[config.mk]
export PLATFORM = sky130hd
export DESIGN_NAME = vshpwm_core
export DESIGN_NICKNAME = d
export VERILOG_FILES = /design/src/include/vshpwm_pkg.sv /design/src/include/vshpwm_if.sv /design/src/logic/vshpwm_core.sv /design/src/logic/vshpwm_edge.sv /design/src/logic/vshpwm_timer.sv
export SDC_FILE = /design/constraint.sdc
export NUM_CORES = 1
export LEC_CHECK = 0
export ABC_AREA = 1
export BUFFER_PORTS_ARGS = -buffer_cell sky130_fd_sc_hd__clkbuf_2
export CELL_PAD_IN_SITES_DETAIL_PLACEMENT = 1
export CELL_PAD_IN_SITES_GLOBAL_PLACEMENT = 1
export CORE_UTILIZATION = 42
export CTS_CLUSTER_DIAMETER = 40
export DETAILED_ROUTE_END_ITERATION = 8
export PLACE_DENSITY = 0.89
export REMOVE_ABC_BUFFERS = 1
export SYNTH_ARGS = -nofsm -noshare
export SYNTH_HDL_FRONTEND = slang
export SYNTH_SLANG_ARGS = --single-unit
[constraint.sdc]
create_clock -name clk_i -period 3.2 [get_ports clk_i]
set_input_delay 0.32 -clock clk_i [delete_from_list [all_inputs] [get_ports clk_i]]
set_output_delay 0.32 -clock clk_i [all_outputs]
set_load 0.03 [all_outputs]
[src/include/vshpwm_pkg.sv]
package vshpwm_pkg;

  ////////////////////////////////////////////////////////////////////////////
  // Timing, cycle counts derived from the 200 MHz controller clock; field widths
  localparam int CLK_MHZ       = 200;
  localparam int DEAD_MIN_NS   = 100;
  localparam int DEAD_MIN_CYC  = (DEAD_MIN_NS * CLK_MHZ + 999) / 1000;
  localparam int DEAD_MAX_NS   = 500;
  localparam int DEAD_MAX_CYC  = DEAD_MAX_NS * CLK_MHZ / 1000;
  localparam int HS_MAX_NS     = 10000;
  localparam int HS_MAX_CYC    = HS_MAX_NS * CLK_MHZ / 1000;
  localparam int NEG_MIN_NS    = 200;
  localparam int NEG_MIN_CYC   = (NEG_MIN_NS * CLK_MHZ + 999) / 1000;
  localparam int TMR_W         = 16;
  localparam int CS_W          = 10;
  localparam int SKIP_W        = 4;

  ////////////////////////////////////////////////////////////////////////////
  // Register byte offsets
  localparam logic [7:0] OFS_CTRL   = 8'h00;
  localparam logic [7:0] OFS_SKIP   = 8'h04;
  localparam logic [7:0] OFS_PEAK   = 8'h08;
  localparam logic [7:0] OFS_LOWON  = 8'h0c;
  localparam logic [7:0] OFS_NEGON  = 8'h10;
  localparam logic [7:0] OFS_PDLY   = 8'h14;
  localparam logic [7:0] OFS_STATUS = 8'h18;
  localparam logic [7:0] OFS_COUNT  = 8'h1c;

  // Control fields
  localparam int CTRL_EN_BIT     = 0;
  localparam int CTRL_VALLEY_BIT = 1;
  localparam int CTRL_AUTO_BIT   = 2;

  // Reset values
  localparam logic [2:0]        RST_CTRL  = 3'h0;
  localparam logic [SKIP_W-1:0] RST_SKIP  = 4'h2;
  localparam logic [CS_W-1:0]   RST_PEAK  = 10'h200;
  localparam logic [TMR_W-1:0]  RST_LOWON = 16'h0190;
  localparam logic [TMR_W-1:0]  RST_NEGON = 16'h0050;
  localparam logic [TMR_W-1:0]  RST_PDLY  = 16'h0028;

  // Light-load valley scaling: one extra valley per step below full demand
  localparam logic [CS_W-1:0]   AUTO_FULL  = 10'h3ff;
  localparam int                AUTO_SHIFT = 6;

  typedef enum logic [2:0] {
    ST_OFF, ST_GAP, ST_PDLY, ST_NEG, ST_DEAD_HS, ST_HS_ON, ST_DEAD_LS, ST_LS_ON
  } vshpwm_state_e;

endpackage

[src/include/vshpwm_if.sv]
`timescale 1ns/1ps
interface vshpwm_if;
  logic                          zc_rise;
  logic                          zc_fall;
  logic                          tmr_start;
  logic [vshpwm_pkg::TMR_W-1:0]  tmr_len;
  logic                          tmr_done;

  modport edge_mp  (output zc_rise, zc_fall);
  modport timer_mp (input tmr_start, tmr_len, output tmr_done);
  modport core_mp  (input zc_rise, zc_fall, tmr_done,
                    output tmr_start, tmr_len);
endinterface

[src/logic/vshpwm_core.sv]
// Contract
// - Valley mode inserts an idle gap after each full switching cycle.
// - Gap length set by configured number of valleys to skip.
// - Skipped valley count rises as load demand falls.
// - After the negative pulse run one high then low cycle, then gap.
// - Both switches off while waiting after demagnetization.
// - Waiting ends only on the selected zero-cross rising edge.
// - Fixed delay after the selected edge before low side turns on.
// - Low side on for negative pulse time, high side off.
// - After negative pulse, low side off, high side on once node high.
// - High side on-time ends when sensed current reaches peak set-point.
// - After high side off, low side on for programmed low-on time.
// - Under overcurrent, high side waits for a zero-cross edge.
// - Valley mode regulates via peak level and stretched period.
// - Zero-cross falling edge means node rising, rising means falling.
// - Continuous mode alternates switches with only dead-times between.
//
// Decided for this implementation: the Wishbone interface to the registers and the register addresses.
`timescale 1ns/1ps
module vshpwm_core
(
  input  wire logic                          clk_i,
  input  wire logic                          rst_i,
  input  wire logic                          wb_cyc_i,
  input  wire logic                          wb_stb_i,
  input  wire logic                          wb_we_i,
  input  wire logic [7:0]                    wb_adr_i,
  input  wire logic [3:0]                    wb_sel_i,
  input  wire logic [31:0]                   wb_dat_i,
  output logic      [31:0]                   wb_dat_o,
  output logic                               wb_ack_o,
  input  wire logic                          zero_cross_input_i,
  input  wire logic                          overcurrent_i,
  input  wire logic [vshpwm_pkg::CS_W-1:0]   current_sense_i,
  output logic                               high_side_switch_o,
  output logic                               low_side_switch_o
);
  import vshpwm_pkg::*;

  typedef struct packed {
    vshpwm_state_e     st;
    logic [2:0]        ctrl;
    logic [SKIP_W-1:0] skip;
    logic [CS_W-1:0]   peak;
    logic [TMR_W-1:0]  low_on_time;
    logic [TMR_W-1:0]  negative_pulse_time;
    logic [TMR_W-1:0]  pdly;
    logic [SKIP_W-1:0] vcnt;
    logic [7:0]        dcnt;
    logic              node_high;
    logic              zc_seen;
    logic              oc1;
    logic              oc2;
    logic [15:0]       cycles;
    logic              hs;
    logic              ls;
    logic              ack;
    logic [31:0]       dat;
  } vshpwm_core_s;

  vshpwm_core_s r;
  vshpwm_core_s next_r;

  vshpwm_if bus ();

  vshpwm_edge u_edge
  (
    .clk_i              (clk_i),
    .rst_i              (rst_i),
    .zero_cross_input_i (zero_cross_input_i),
    .bus                (bus)
  );

  vshpwm_timer u_timer
  (
    .clk_i (clk_i),
    .rst_i (rst_i),
    .bus   (bus)
  );

  ////////////////////////////////////////////////////////////////////////////
  // Helpers

  function automatic logic [31:0] merge_lanes(input logic [31:0] old,
                                              input logic [31:0] dat,
                                              input logic [3:0]  sel);
    logic [31:0] res;
    res = old;
    for (int i = 0; i < 4; i++)
      if (sel[i])
        res[i*8 +: 8] = dat[i*8 +: 8];
    return res;
  endfunction

  // Lower demand means more skipped valleys, saturating
  function automatic logic [SKIP_W-1:0] auto_skip(input logic [CS_W-1:0] p);
    logic [CS_W-1:0] steps;
    steps = (AUTO_FULL - p) >> AUTO_SHIFT;
    if (steps > CS_W'({SKIP_W{1'b1}}))
      return {SKIP_W{1'b1}};
    return steps[SKIP_W-1:0];
  endfunction

  // Short programmed pulses would undercut the far-side rectifier on-time
  function automatic logic [TMR_W-1:0] at_least(input logic [TMR_W-1:0] v,
                                                input int              m);
    if (v < TMR_W'(m))
      return TMR_W'(m);
    return v;
  endfunction

  logic              en;
  logic              valley;
  logic [SKIP_W-1:0] skip_eff;
  logic              wb_req;

  assign en       = r.ctrl[CTRL_EN_BIT];
  assign valley   = r.ctrl[CTRL_VALLEY_BIT];
  assign wb_req   = wb_cyc_i & wb_stb_i & ~r.ack;
  assign skip_eff = r.ctrl[CTRL_AUTO_BIT] ? auto_skip(r.peak)
                                          : r.skip;

  ////////////////////////////////////////////////////////////////////////////
  // Next state

  always_comb
  begin
    logic [31:0] wr;
    wr            = '0;
    next_r        = r;
    bus.tmr_start = 1'b0;
    bus.tmr_len   = '0;
    next_r.oc1    = overcurrent_i;
    next_r.oc2    = r.oc1;
    next_r.dcnt   = r.dcnt + 8'h01;

    case (r.st)
      ST_OFF:
      begin
        if (en)
        begin
          next_r.st   = valley ? ST_GAP : ST_DEAD_HS;
          next_r.vcnt = '0;
          next_r.dcnt = '0;
          next_r.node_high = 1'b0;
        end
      end
      ST_GAP:
      begin
        if (bus.zc_rise)
        begin
          if (r.vcnt >= skip_eff)
          begin
            next_r.st     = ST_PDLY;
            bus.tmr_start = 1'b1;
            bus.tmr_len   = at_least(r.pdly, 1);
          end
          else
            next_r.vcnt = r.vcnt + 1'b1;
        end
      end
      ST_PDLY:
      begin
        if (bus.tmr_done)
        begin
          next_r.st     = ST_NEG;
          bus.tmr_start = 1'b1;
          bus.tmr_len   = at_least(r.negative_pulse_time, NEG_MIN_CYC);
        end
      end
      ST_NEG:
      begin
        if (bus.tmr_done)
        begin
          next_r.st        = ST_DEAD_HS;
          next_r.dcnt      = '0;
          next_r.node_high = 1'b0;
        end
      end
      ST_DEAD_HS:
      begin
        if (bus.zc_fall)
          next_r.node_high = 1'b1;
        // Node swing seen after minimum dead-time, or give up at maximum
        if ((r.dcnt >= 8'(DEAD_MIN_CYC - 1) && (r.node_high || bus.zc_fall))
            || r.dcnt >= 8'(DEAD_MAX_CYC - 1))
        begin
          next_r.st     = ST_HS_ON;
          next_r.cycles = r.cycles + 16'h0001;
          bus.tmr_start = 1'b1;
          bus.tmr_len   = TMR_W'(HS_MAX_CYC);
        end
      end
      ST_HS_ON:
      begin
        if (current_sense_i >= r.peak || bus.tmr_done)
        begin
          next_r.st   = ST_DEAD_LS;
          next_r.dcnt = '0;
        end
      end
      ST_DEAD_LS:
      begin
        if (r.dcnt >= 8'(DEAD_MIN_CYC - 1))
        begin
          next_r.st      = ST_LS_ON;
          next_r.zc_seen = 1'b0;
          bus.tmr_start  = 1'b1;
          bus.tmr_len    = at_least(r.low_on_time, 1);
        end
      end
      ST_LS_ON:
      begin
        if (bus.zc_rise || bus.zc_fall)
          next_r.zc_seen = 1'b1;
        if (bus.tmr_done &&
            (!r.oc2 || r.zc_seen || bus.zc_rise || bus.zc_fall))
        begin
          next_r.dcnt      = '0;
          next_r.node_high = 1'b0;
          next_r.vcnt      = '0;
          next_r.st        = valley ? ST_GAP : ST_DEAD_HS;
        end
      end
      default:
        next_r.st = ST_OFF;
    endcase

    if (!en)
      next_r.st = ST_OFF;

    next_r.hs = (next_r.st == ST_HS_ON);
    next_r.ls = (next_r.st == ST_NEG) || (next_r.st == ST_LS_ON);

    // Bus slave: ack one cycle after the request, unmapped reads zero
    next_r.ack = wb_req;
    next_r.dat = '0;
    if (wb_req && wb_we_i)
    begin
      if (wb_adr_i == OFS_CTRL)
      begin
        wr          = merge_lanes({29'h0, r.ctrl}, wb_dat_i, wb_sel_i);
        next_r.ctrl = wr[2:0];
      end
      else if (wb_adr_i == OFS_SKIP)
      begin
        wr          = merge_lanes({28'h0, r.skip}, wb_dat_i, wb_sel_i);
        next_r.skip = wr[SKIP_W-1:0];
      end
      else if (wb_adr_i == OFS_PEAK)
      begin
        wr          = merge_lanes({22'h0, r.peak}, wb_dat_i, wb_sel_i);
        next_r.peak = wr[CS_W-1:0];
      end
      else if (wb_adr_i == OFS_LOWON)
      begin
        wr = merge_lanes({16'h0, r.low_on_time}, wb_dat_i, wb_sel_i);
        next_r.low_on_time = wr[TMR_W-1:0];
      end
      else if (wb_adr_i == OFS_NEGON)
      begin
        wr = merge_lanes({16'h0, r.negative_pulse_time}, wb_dat_i, wb_sel_i);
        next_r.negative_pulse_time = wr[TMR_W-1:0];
      end
      else if (wb_adr_i == OFS_PDLY)
      begin
        wr          = merge_lanes({16'h0, r.pdly}, wb_dat_i, wb_sel_i);
        next_r.pdly = wr[TMR_W-1:0];
      end
    end
    else if (wb_req)
    begin
      if (wb_adr_i == OFS_CTRL)
        next_r.dat = {29'h0, r.ctrl};
      else if (wb_adr_i == OFS_SKIP)
        next_r.dat = {28'h0, r.skip};
      else if (wb_adr_i == OFS_PEAK)
        next_r.dat = {22'h0, r.peak};
      else if (wb_adr_i == OFS_LOWON)
        next_r.dat = {16'h0, r.low_on_time};
      else if (wb_adr_i == OFS_NEGON)
        next_r.dat = {16'h0, r.negative_pulse_time};
      else if (wb_adr_i == OFS_PDLY)
        next_r.dat = {16'h0, r.pdly};
      else if (wb_adr_i == OFS_STATUS)
        next_r.dat = {16'h0, skip_eff, r.vcnt, 1'b0, r.oc2,
                      r.ls, r.hs, 1'b0, r.st};
      else if (wb_adr_i == OFS_COUNT)
        next_r.dat = {16'h0, r.cycles};
    end
  end

  ////////////////////////////////////////////////////////////////////////////
  // State register

  always_ff @(posedge clk_i)
  begin
    if (rst_i)
    begin
      r                     <= '0;
      r.st                  <= ST_OFF;
      r.ctrl                <= RST_CTRL;
      r.skip                <= RST_SKIP;
      r.peak                <= RST_PEAK;
      r.low_on_time         <= RST_LOWON;
      r.negative_pulse_time <= RST_NEGON;
      r.pdly                <= RST_PDLY;
    end
    else
      r <= next_r;
  end

  assign high_side_switch_o = r.hs;
  assign low_side_switch_o  = r.ls;
  assign wb_ack_o           = r.ack;
  assign wb_dat_o           = r.dat;
endmodule // vshpwm_core

[src/logic/vshpwm_edge.sv]
`timescale 1ns/1ps
module vshpwm_edge
(
  input  wire logic clk_i,
  input  wire logic rst_i,
  input  wire logic zero_cross_input_i,
  vshpwm_if.edge_mp bus
);
  import vshpwm_pkg::*;

  typedef struct packed {
    logic s1;
    logic s2;
    logic s3;
  } vshpwm_edge_s;

  vshpwm_edge_s r;
  vshpwm_edge_s next_r;

  always_comb
  begin
    next_r    = r;
    next_r.s1 = zero_cross_input_i;
    next_r.s2 = r.s1;
    next_r.s3 = r.s2;
  end

  always_ff @(posedge clk_i)
  begin
    if (rst_i)
      r <= '0;
    else
      r <= next_r;
  end

  // Edge detect only on the second and third stages
  assign bus.zc_rise = r.s2 & ~r.s3;
  assign bus.zc_fall = ~r.s2 & r.s3;
endmodule // vshpwm_edge

[src/logic/vshpwm_timer.sv]
`timescale 1ns/1ps
module vshpwm_timer
(
  input  wire logic  clk_i,
  input  wire logic  rst_i,
  vshpwm_if.timer_mp bus
);
  import vshpwm_pkg::*;

  typedef struct packed {
    logic [TMR_W-1:0] cnt;
  } vshpwm_timer_s;

  vshpwm_timer_s r;
  vshpwm_timer_s next_r;

  always_comb
  begin
    next_r = r;
    if (bus.tmr_start)
      next_r.cnt = bus.tmr_len;
    else if (r.cnt != '0)
      next_r.cnt = r.cnt - 1'b1;
  end

  always_ff @(posedge clk_i)
  begin
    if (rst_i)
      r <= '0;
    else
      r <= next_r;
  end

  // Level: expired and idle until the next start
  assign bus.tmr_done = (r.cnt == '0);
endmodule // vshpwm_timer

==> metrics.txt, run 1 <==
# TYPE chip_impl_metric gauge
chip_impl_metric{name="hold_fix_buffers_at_cts",unit=""} 0
chip_impl_metric{name="proportion_of_netlist_area_held_by_the_largest_area_contributor",unit="%"} 36.87
chip_impl_metric{name="report.final.hold_viol_count",unit=""} 0
chip_impl_metric{name="drt-vias-per-instance",unit=""} 5.639
chip_impl_info{name="yosysMostFrequentCell",value="sky130_fd_sc_hd__nand2_1"} 1
chip_impl_metric{name="finalClockSkew",unit="ns"} 0.008534
chip_impl_metric{name="cts_htree_levels",unit=""} 4
chip_impl_metric{name="iteration_count_of_the_initial_detailed_routing_pass",unit=""} 5
chip_impl_metric{name="cts.path.max_buffers",unit=""} 2
chip_impl_metric{name="synth_seq_area_share",unit="%"} 36.87
chip_impl_metric{name="worstPathMaxFanout",unit=""} 10
chip_impl_metric{name="avgSynthCellArea",unit="um2"} 6.874
chip_impl_metric{name="clock_insertion_delay_worst_skew",unit="ns"} 0.44
chip_impl_metric{name="tightest_slew",unit="ns"} 1.063
chip_impl_metric{name="final_layout_size_suffix_gt1_share",unit="%"} 12.09
chip_impl_metric{name="first_global_vias",unit=""} 8005
chip_impl_metric{name="synth.ff_latch_count",unit=""} 138
chip_impl_metric{name="synth_enable_flop_cells",unit=""} 0
chip_impl_metric{name="gr-usage-all-layers",unit="%"} 29.51
chip_impl_metric{name="fin_util",unit="%"} 48.73
chip_impl_info{name="hold_path.startpoint",value="zero_cross_input_i"} 1
chip_impl_info{name="synth_top_flop_cell",value="sky130_fd_sc_hd__dfxtp_1"} 1
chip_impl_metric{name="non_filler_instance_count_after_layout",unit=""} 1375
chip_impl_metric{name="placed_wire_length_estimate_after_detailed_placement",unit="um"} 19020
chip_impl_metric{name="yosysUniqueCellTypes",unit=""} 48
chip_impl_metric{name="netSwitchingPower",unit="mW"} 1.455
chip_impl_metric{name="setup_viol",unit=""} 0
chip_impl_info{name="crit_path_cell_trace",value="o21ai_0 > ha_1 > a21oi_1 > nand3_1 > nand3_1 > nand2_1 > nor2_2 > inv_2 > o21ai_2 > nor2_1"} 1
chip_impl_metric{name="io-pin-count",unit=""} 96
chip_impl_metric{name="grt_max_degree",unit=""} 70
chip_impl_metric{name="cts_buffers",unit=""} 17
chip_impl_info{name="clk_root_buffer_cell",value="sky130_fd_sc_hd__clkbuf_16"} 1
chip_impl_metric{name="maxSlewViolCount",unit=""} 0
chip_impl_metric{name="seq_power_share",unit="%"} 39.3
chip_impl_metric{name="power.clock.fraction",unit="%"} 43.2
chip_impl_metric{name="maxSlewHeadroom",unit="%"} 28.89
chip_impl_metric{name="post-cts-setup-buffer-count",unit=""} 0
chip_impl_metric{name="drt_wl_total",unit="um"} 26150
chip_impl_metric{name="p_leak",unit="nW"} 3.754
chip_impl_metric{name="share_comb_of_total_power",unit="%"} 17.5
chip_impl_metric{name="first_pass_grt_wire_length",unit="um"} 41200
chip_impl_metric{name="grt_total_ovfl",unit=""} 0
chip_impl_metric{name="setup_tns",unit="ns"} 0
chip_impl_info{name="critical_path.most_common_cell",value="sky130_fd_sc_hd__nand3_1"} 1
chip_impl_metric{name="die_width",unit="um"} 135.6
chip_impl_metric{name="placementRows",unit=""} 48
chip_impl_metric{name="clkSinkCount",unit=""} 138
chip_impl_metric{name="postSynth.asyncResetShare",unit="%"} 0
chip_impl_metric{name="die_h",unit="um"} 135.6
chip_impl_metric{name="synth_cells",unit=""} 1090
chip_impl_metric{name="ir_drop",unit="mV"} 0.4084
chip_impl_info{name="timing_worst_setup_path_type",value="flop to flop"} 1
chip_impl_info{name="status",value="completed"} 1
chip_impl_metric{name="drc",unit=""} 0
chip_impl_metric{name="cts.repair.resized",unit=""} 0
chip_impl_metric{name="place.gp.congestion",unit=""} 0.9213
chip_impl_info{name="startpoint",value="r[131]$_SDFFE_PP0P_"} 1
chip_impl_metric{name="syn2layout_area_growth",unit="%"} 12.89
chip_impl_metric{name="max_stage_delay",unit="ns"} 0.56
chip_impl_metric{name="path_clk_slew",unit="ns"} 0.07
chip_impl_metric{name="layout_worst_path_cycle_share",unit="%"} 87.21
chip_impl_info{name="rsz0062_at_grt",value="no"} 1
chip_impl_info{name="netlist_top_cells_area",value="sky130_fd_sc_hd__dfxtp_1 (37%), sky130_fd_sc_hd__nand2_1 (9.7%), sky130_fd_sc_hd__inv_1 (8.0%)"} 1
chip_impl_metric{name="die_footprint",unit="um2"} 18380
chip_impl_metric{name="fmax",unit="MHz"} 358.4
chip_impl_metric{name="mappedNetlistArea",unit="um2"} 7492
chip_impl_metric{name="drt.antenna.violating_nets",unit=""} 0
chip_impl_metric{name="layout_min_cycle_time",unit="ns"} 2.791
chip_impl_metric{name="maxCapViolations",unit=""} 0
chip_impl_metric{name="diodes",unit=""} 0
chip_impl_metric{name="num-nets-final",unit=""} 1218
chip_impl_info{name="startpoint_type",value="flop"} 1
chip_impl_metric{name="worst_slack_at_placement",unit="ns"} 0.4937
chip_impl_info{name="synth_area_leader_cell",value="sky130_fd_sc_hd__dfxtp_1"} 1
chip_impl_metric{name="worstPathArrival",unit="ns"} 3.09
chip_impl_info{name="cp_slowest_cell",value="sky130_fd_sc_hd__dfxtp_1"} 1
chip_impl_metric{name="ys_warn_count",unit=""} 0
chip_impl_metric{name="required",unit="ns"} 3.50
chip_impl_info{name="tritoncts",value="built"} 1
chip_impl_metric{name="setup_slack",unit="ns"} 0.4094
chip_impl_metric{name="portBuffers",unit=""} 61
chip_impl_info{name="min_path_type",value="input pin to flop"} 1
chip_impl_metric{name="cellInternalPower",unit="mW"} 3.284
chip_impl_metric{name="starting_density",unit="%"} 43.17
chip_impl_metric{name="switching_share",unit="%"} 30.71
chip_impl_metric{name="post_drt_wl_per_cell",unit="um"} 19.02
chip_impl_metric{name="dpl.cell_count",unit=""} 1343
chip_impl_metric{name="initial_antenna_violation_count",unit=""} 0
chip_impl_info{name="worst_setup_path_end_kind",value="flop"} 1
chip_impl_metric{name="powerDensity",unit="nW/um2"} 560.3
chip_impl_info{name="regToRegStartpoint",value="r[131]$_SDFFE_PP0P_"} 1
chip_impl_metric{name="detailroute.via_count",unit=""} 7753
chip_impl_metric{name="count_of_routing_violations_after_the_opening_detailed_route_iteration",unit=""} 518
chip_impl_metric{name="fillCellCount",unit=""} 2262
chip_impl_metric{name="timing.hold.ws",unit="ns"} 0.07533
chip_impl_info{name="ys_top_cells_by_count",value="sky130_fd_sc_hd__nand2_1 (193), sky130_fd_sc_hd__inv_1 (160), sky130_fd_sc_hd__nor2_1 (139)"} 1
chip_impl_metric{name="floorplan.core_area",unit="um2"} 17360
==> layer usage <==
metal  GRT usage (%)  wire (um)  up-vias
met3           6.322       1904       90
met5               0          0        -
met1           35.27      10730     3748
met2           49.60      12520      294
li1                -          -     3621
met4           15.04       1000        0
==> logic make-up after synthesis <==
family	share of synthesized area, %
adders and majority gates	3.340
buffers and inverters	13.34
and+or+nand+nor	25.35
DFF	36.87
AOI/OAI and AO/OA	18.82
xor gates and xnor gates	2.221
other	0.05005
==> critical path: cells and delay by family, from the launching register on <==
| kind | cells | cell delay, ns |
|---|---|---|
| compound gates | 3 | 0.87 |
| simple gates | 5 | 0.76 |
| flops | 1 | 0.56 |
| fa+ha+maj | 1 | 0.36 |
| buf+inv | 1 | 0.10 |
==> cell usage in the layout (no fill, tap or decap), types with 7 or more instances in the layout <==
| cell type | count |
|---|---|
| sky130_fd_sc_hd__dfxtp_1 | 138 |
| sky130_fd_sc_hd__o2111ai_1 | 8 |
| sky130_fd_sc_hd__xor2_1 | 16 |
| sky130_fd_sc_hd__clkbuf_2 | 61 |
| sky130_fd_sc_hd__a211oi_1 | 12 |
| sky130_fd_sc_hd__nand3_1 | 41 |
| sky130_fd_sc_hd__inv_1 | 159 |
| sky130_fd_sc_hd__clkbuf_16 | 17 |
| sky130_fd_sc_hd__conb_1 | 16 |
| sky130_fd_sc_hd__nor2_1 | 139 |
| sky130_fd_sc_hd__ha_1 | 20 |
| sky130_fd_sc_hd__o21ai_0 | 83 |
| sky130_fd_sc_hd__nand2_1 | 193 |
| sky130_fd_sc_hd__a21oi_1 | 106 |
| sky130_fd_sc_hd__o22ai_1 | 7 |
| sky130_fd_sc_hd__buf_4 | 13 |
| sky130_fd_sc_hd__nor4_1 | 7 |
| sky130_fd_sc_hd__nand4_1 | 20 |
| sky130_fd_sc_hd__nor3_1 | 11 |
| sky130_fd_sc_hd__o211ai_1 | 16 |
==> power by group through the flow <==
stage          sequential [mW]  clock [mW]  combinational, mW
6_report                  1.86        2.05              0.829
4_1_cts                   1.86        2.06              0.838
2_1_floorplan             1.88           0              0.624
3_5_place_dp              1.90           0              0.821
5_1_grt                   1.87        2.13              0.939
3_3_place_gp              1.89           0              0.789
==> final cells by class <==
class | count | area [um2] | share of cell area, %
sequential | 138 | 2763 | 32.66
inverter | 166 | 626.9 | 7.411
clock buffer | 18 | 439.2 | 5.192
timing repair buffer | 74 | 402.9 | 4.763
clock inverter | 14 | 158.9 | 1.879
multi-input combinational | 740 | 3786 | 44.76
tap | 225 | 281.5 | 3.328
==> final timing paths <==
path,to,slack [ns],cells after the start
worst min-delay path,u_edge.next_r[1]$_SDFF_PP0_,0.08,3
worst min register to register,u_edge.next_r[0]$_SDFF_PP0_,0.42,2
worst max register to register,u_timer.r[8]$_SDFFE_PP0P_,0.41,10
worst max-delay path,u_timer.r[8]$_SDFFE_PP0P_,0.41,10
==> state kept, by name, indices dropped and copies added, names as in the netlist <==
signal and count:
r 98, u_timer.r 16, wb_dat_o 16, u_edge.next_r 2, en 1, high_side_switch_o 1
low_side_switch_o 1, next_r 1, u_edge.r 1, wb_ack_o 1
==> through the flow <==
stage          instance area, um2  total power, mW
2_1_floorplan                7176            2.506
3_5_place_dp                 7860            2.717
6_report                     8458            4.739
5_1_grt                      8458            4.942
3_3_place_gp                 7860            2.682
4_1_cts                      8458            4.759
(Power assumes the default switching activity.)
==> run 2: changes to the inputs <==
--- a/config.mk
+++ b/config.mk
@@ -6,13 +6,11 @@
 export NUM_CORES = 1
 export LEC_CHECK = 0
 export ABC_AREA = 1
-export BUFFER_PORTS_ARGS = -buffer_cell sky130_fd_sc_hd__clkbuf_2
-export CELL_PAD_IN_SITES_DETAIL_PLACEMENT = 1
-export CELL_PAD_IN_SITES_GLOBAL_PLACEMENT = 1
-export CORE_UTILIZATION = 42
+export CORE_UTILIZATION = 61
 export CTS_CLUSTER_DIAMETER = 40
 export DETAILED_ROUTE_END_ITERATION = 8
-export PLACE_DENSITY = 0.89
+export DONT_BUFFER_PORTS = 1
+export PLACE_DENSITY = 0.79
 export REMOVE_ABC_BUFFERS = 1
 export SYNTH_ARGS = -nofsm -noshare
 export SYNTH_HDL_FRONTEND = slang
==> run 2 against run 1 <==
Compared with the run above:
- setup slack improved by 0.055 ns
- register-to-register slack gained 0.05 ns
- fmax increased by 2.0%
- highest routed layer unchanged
- clock-buffer cell count is 1 lower
- routed wire length decreased by 20%
- utilization up 18 points
- combinational power shrank 7.5%
- critical path depth is the same
- largest power group unchanged
- non-clock buffer count shrank 63
- clock power fell by 5%
- cell count fell by 10%
- worst hold slack got worse by 0.053 ns
==> metrics.txt, run 2 (synthesized netlist as in run 1, its figures left out) <==
# TYPE chip_impl_metric gauge
chip_impl_metric{name="detailroute.via_count",unit=""} 7174
chip_impl_info{name="max_flop_register",value="r"} 1
chip_impl_metric{name="cts_htree_levels",unit=""} 4
chip_impl_metric{name="setup_viol",unit=""} 0
chip_impl_metric{name="grt_total_ovfl",unit=""} 0
chip_impl_metric{name="drt-vias-per-instance",unit=""} 5.814
chip_impl_metric{name="die_h",unit="um"} 112.8
chip_impl_info{name="startpoint_type",value="flop"} 1
chip_impl_metric{name="post-cts-setup-buffer-count",unit=""} 0
chip_impl_info{name="hold_path.startpoint",value="wb_dat_i[8]"} 1
chip_impl_metric{name="syn2layout_area_growth",unit="%"} 7.315
chip_impl_metric{name="finalClockSkew",unit="ns"} 0.005274
chip_impl_info{name="regToRegStartpoint",value="r[131]$_SDFFE_PP0P_"} 1
chip_impl_info{name="cp_slowest_cell",value="sky130_fd_sc_hd__dfxtp_1"} 1
chip_impl_info{name="worst_setup_path_end_kind",value="flop"} 1
chip_impl_metric{name="path_clk_slew",unit="ns"} 0.06
chip_impl_metric{name="largest_register_ff_count",unit=""} 98
chip_impl_metric{name="place.gp.congestion",unit=""} 0.9841
chip_impl_metric{name="ir_drop",unit="mV"} 0.4706
chip_impl_info{name="critical_path.most_common_cell",value="sky130_fd_sc_hd__nand3_1"} 1
chip_impl_metric{name="report.final.hold_viol_count",unit=""} 0
chip_impl_metric{name="final_layout_size_suffix_gt1_share",unit="%"} 6.716
chip_impl_metric{name="maxSlewViolCount",unit=""} 0
chip_impl_metric{name="placed_wire_length_estimate_after_detailed_placement",unit="um"} 15200
chip_impl_metric{name="clkSinkCount",unit=""} 138
chip_impl_info{name="layout_commonest_cell",value="sky130_fd_sc_hd__nand2_1"} 1
chip_impl_info{name="status",value="completed"} 1
chip_impl_metric{name="worst_slack_at_placement",unit="ns"} 0.5407
chip_impl_metric{name="setup_slack",unit="ns"} 0.4641
chip_impl_info{name="worst_r2r_dst",value="u_timer.r[12]$_SDFFE_PP0P_"} 1
chip_impl_metric{name="diodes",unit=""} 0
chip_impl_metric{name="grt_max_degree",unit=""} 70
chip_impl_metric{name="fillCellCount",unit=""} 1055
chip_impl_metric{name="die_footprint",unit="um2"} 12730
chip_impl_metric{name="p_leak",unit="nW"} 3.472
chip_impl_metric{name="worstPathMaxFanout",unit=""} 10
chip_impl_metric{name="layout_worst_path_cycle_share",unit="%"} 85.50
chip_impl_metric{name="first_global_vias",unit=""} 6647
chip_impl_metric{name="switching_share",unit="%"} 30.42
chip_impl_info{name="crit_path_cell_trace",value="o21ai_0 > ha_1 > a21oi_1 > nand3_1 > nand3_1 > nand2_1 > nor2_2 > inv_2 > o21ai_2 > nor2_1"} 1
chip_impl_metric{name="setup_tns",unit="ns"} 0
chip_impl_metric{name="cts_buffers",unit=""} 17
chip_impl_metric{name="reg2reg_setup_slack",unit="ns"} 0.46
chip_impl_metric{name="netSwitchingPower",unit="mW"} 1.390
chip_impl_metric{name="cts.path.max_buffers",unit=""} 2
chip_impl_metric{name="count_of_routing_violations_after_the_opening_detailed_route_iteration",unit=""} 714
chip_impl_metric{name="die_width",unit="um"} 112.8
chip_impl_metric{name="max_stage_delay",unit="ns"} 0.53
chip_impl_info{name="tritoncts",value="built"} 1
chip_impl_info{name="rsz0062_at_grt",value="no"} 1
chip_impl_metric{name="drt.antenna.violating_nets",unit=""} 0
chip_impl_metric{name="maxSlewHeadroom",unit="%"} 32.62
chip_impl_metric{name="post_drt_wl_per_cell",unit="um"} 16.96
chip_impl_metric{name="fmax",unit="MHz"} 365.5
chip_impl_metric{name="seq_power_share",unit="%"} 40.6
chip_impl_metric{name="cellInternalPower",unit="mW"} 3.180
chip_impl_metric{name="clock_insertion_delay_worst_skew",unit="ns"} 0.43
chip_impl_metric{name="num-nets-final",unit=""} 1155
chip_impl_metric{name="timing.hold.ws",unit="ns"} 0.02184
chip_impl_info{name="min_path_type",value="input pin to flop"} 1
chip_impl_metric{name="required",unit="ns"} 3.50
chip_impl_metric{name="portBuffers",unit=""} 0
chip_impl_info{name="critPathTopFamily",value="compound AO/OA/AOI/OAI gates"} 1
chip_impl_metric{name="placementRows",unit=""} 40
chip_impl_metric{name="gr-usage-all-layers",unit="%"} 34.53
chip_impl_metric{name="floorplan.core_area",unit="um2"} 12010
chip_impl_metric{name="power.clock.fraction",unit="%"} 42.6
chip_impl_info{name="clk_root_buffer_cell",value="sky130_fd_sc_hd__clkbuf_16"} 1
chip_impl_metric{name="share_comb_of_total_power",unit="%"} 16.8
chip_impl_metric{name="count_of_buffering_cells_on_the_critical_path_with_inverters_included",unit=""} 1
chip_impl_metric{name="maxCapViolations",unit=""} 0
chip_impl_metric{name="iteration_count_of_the_initial_detailed_routing_pass",unit=""} 5
chip_impl_metric{name="tightest_slew",unit="ns"} 1.007
chip_impl_metric{name="worst_hold_path.num_cells",unit=""} 2
chip_impl_info{name="timing.hold.worst_endpoint",value="r[107]$_SDFFE_PP1P_"} 1
chip_impl_metric{name="cts.repair.resized",unit=""} 0
chip_impl_info{name="timing_worst_setup_path_type",value="flop to flop"} 1
chip_impl_metric{name="drt_wl_total",unit="um"} 20930
chip_impl_metric{name="starting_density",unit="%"} 62.38
chip_impl_metric{name="reg2reg_depth",unit=""} 10
chip_impl_metric{name="powerDensity",unit="nW/um2"} 568.3
chip_impl_metric{name="layout_min_cycle_time",unit="ns"} 2.736
chip_impl_metric{name="drc",unit=""} 0
chip_impl_metric{name="initial_antenna_violation_count",unit=""} 0
chip_impl_info{name="final_cell_mix",value="sky130_fd_sc_hd__nand2_1 (193), sky130_fd_sc_hd__inv_1 (159), sky130_fd_sc_hd__nor2_1 (139), sky130_fd_sc_hd__dfxtp_1 (138), sky130_fd_sc_hd__a21oi_1 (106)"} 1
chip_impl_metric{name="worstPathArrival",unit="ns"} 3.04
chip_impl_metric{name="io-pin-count",unit=""} 96
chip_impl_metric{name="first_pass_grt_wire_length",unit="um"} 33490
## run 2: worst max path at each step
stage | from | end | cells past startpoint
5_1_grt | r[131]$_SDFFE_PP0P_ | u_timer.r[12]$_SDFFE_PP0P_ | 10
3_5_place_dp | r[131]$_SDFFE_PP0P_ | u_timer.r[12]$_SDFFE_PP0P_ | 10
2_1_floorplan | r[131]$_SDFFE_PP0P_ | u_timer.r[10]$_SDFFE_PP0P_ | 10
4_1_cts | r[131]$_SDFFE_PP0P_ | u_timer.r[12]$_SDFFE_PP0P_ | 10
3_3_place_gp | r[131]$_SDFFE_PP0P_ | u_timer.r[14]$_SDFFE_PP0P_ | 10
6_report | r[131]$_SDFFE_PP0P_ | u_timer.r[12]$_SDFFE_PP0P_ | 10
## run 2: power groups by stage
stage               clock network, mW  logic [mW]  registers (mW)
finish                           1.95       0.767            1.86
global route                     2.04       0.866            1.87
CTS                              1.95       0.769            1.86
detailed placement                  0       0.745            1.89
global placement                    0       0.727            1.89
floorplan                           0       0.624            1.88
## run 2: metrics by stage
step | instances | area (um2) | utilization (%) | total power [mW]
final | 1234 | 8040 | 66.94 | 4.569
after global routing | 1234 | 8040 | 66.94 | 4.769
after CTS | 1234 | 8040 | 66.94 | 4.577
after detailed placement | 1199 | 7420 | 61.77 | 2.638
after global placement | 1199 | 7420 | 61.77 | 2.621
after floorplan | 1044 | 7176 | - | 2.506
## run 2: repair_timing
item,in CTS,in global routing
endpoints found under the hold margin,32,0
hold buffers,3,0
endpoints found under the setup margin,0,0
## run 2: layout make-up
type | instances | area [um2] | share of cell area (%)
timing repair buffer | 11 | 100.1 | 1.245
tap | 147 | 183.9 | 2.288
clock buffer | 17 | 425.4 | 5.291
sequential | 138 | 2763 | 34.36
inverter | 166 | 626.9 | 7.796
clock inverter | 15 | 155.1 | 1.930
multi-input combinational | 740 | 3786 | 47.09
## run 2: routing by layer
| layer | track usage [%] | wire [um] | vias to the layer above | share of wire [%] |
|---|---|---|---|---|
| li1 | - | - | 3497 | - |
| met1 | 43.51 | 8428 | 3233 | 40 |
| met2 | 56.30 | 9479 | 382 | 45 |
| met3 | 8.623 | 2295 | 62 | 11 |
| met4 | 14.67 | 723 | 0 | 3.5 |
| met5 | 0 | 0 | - | 0 |
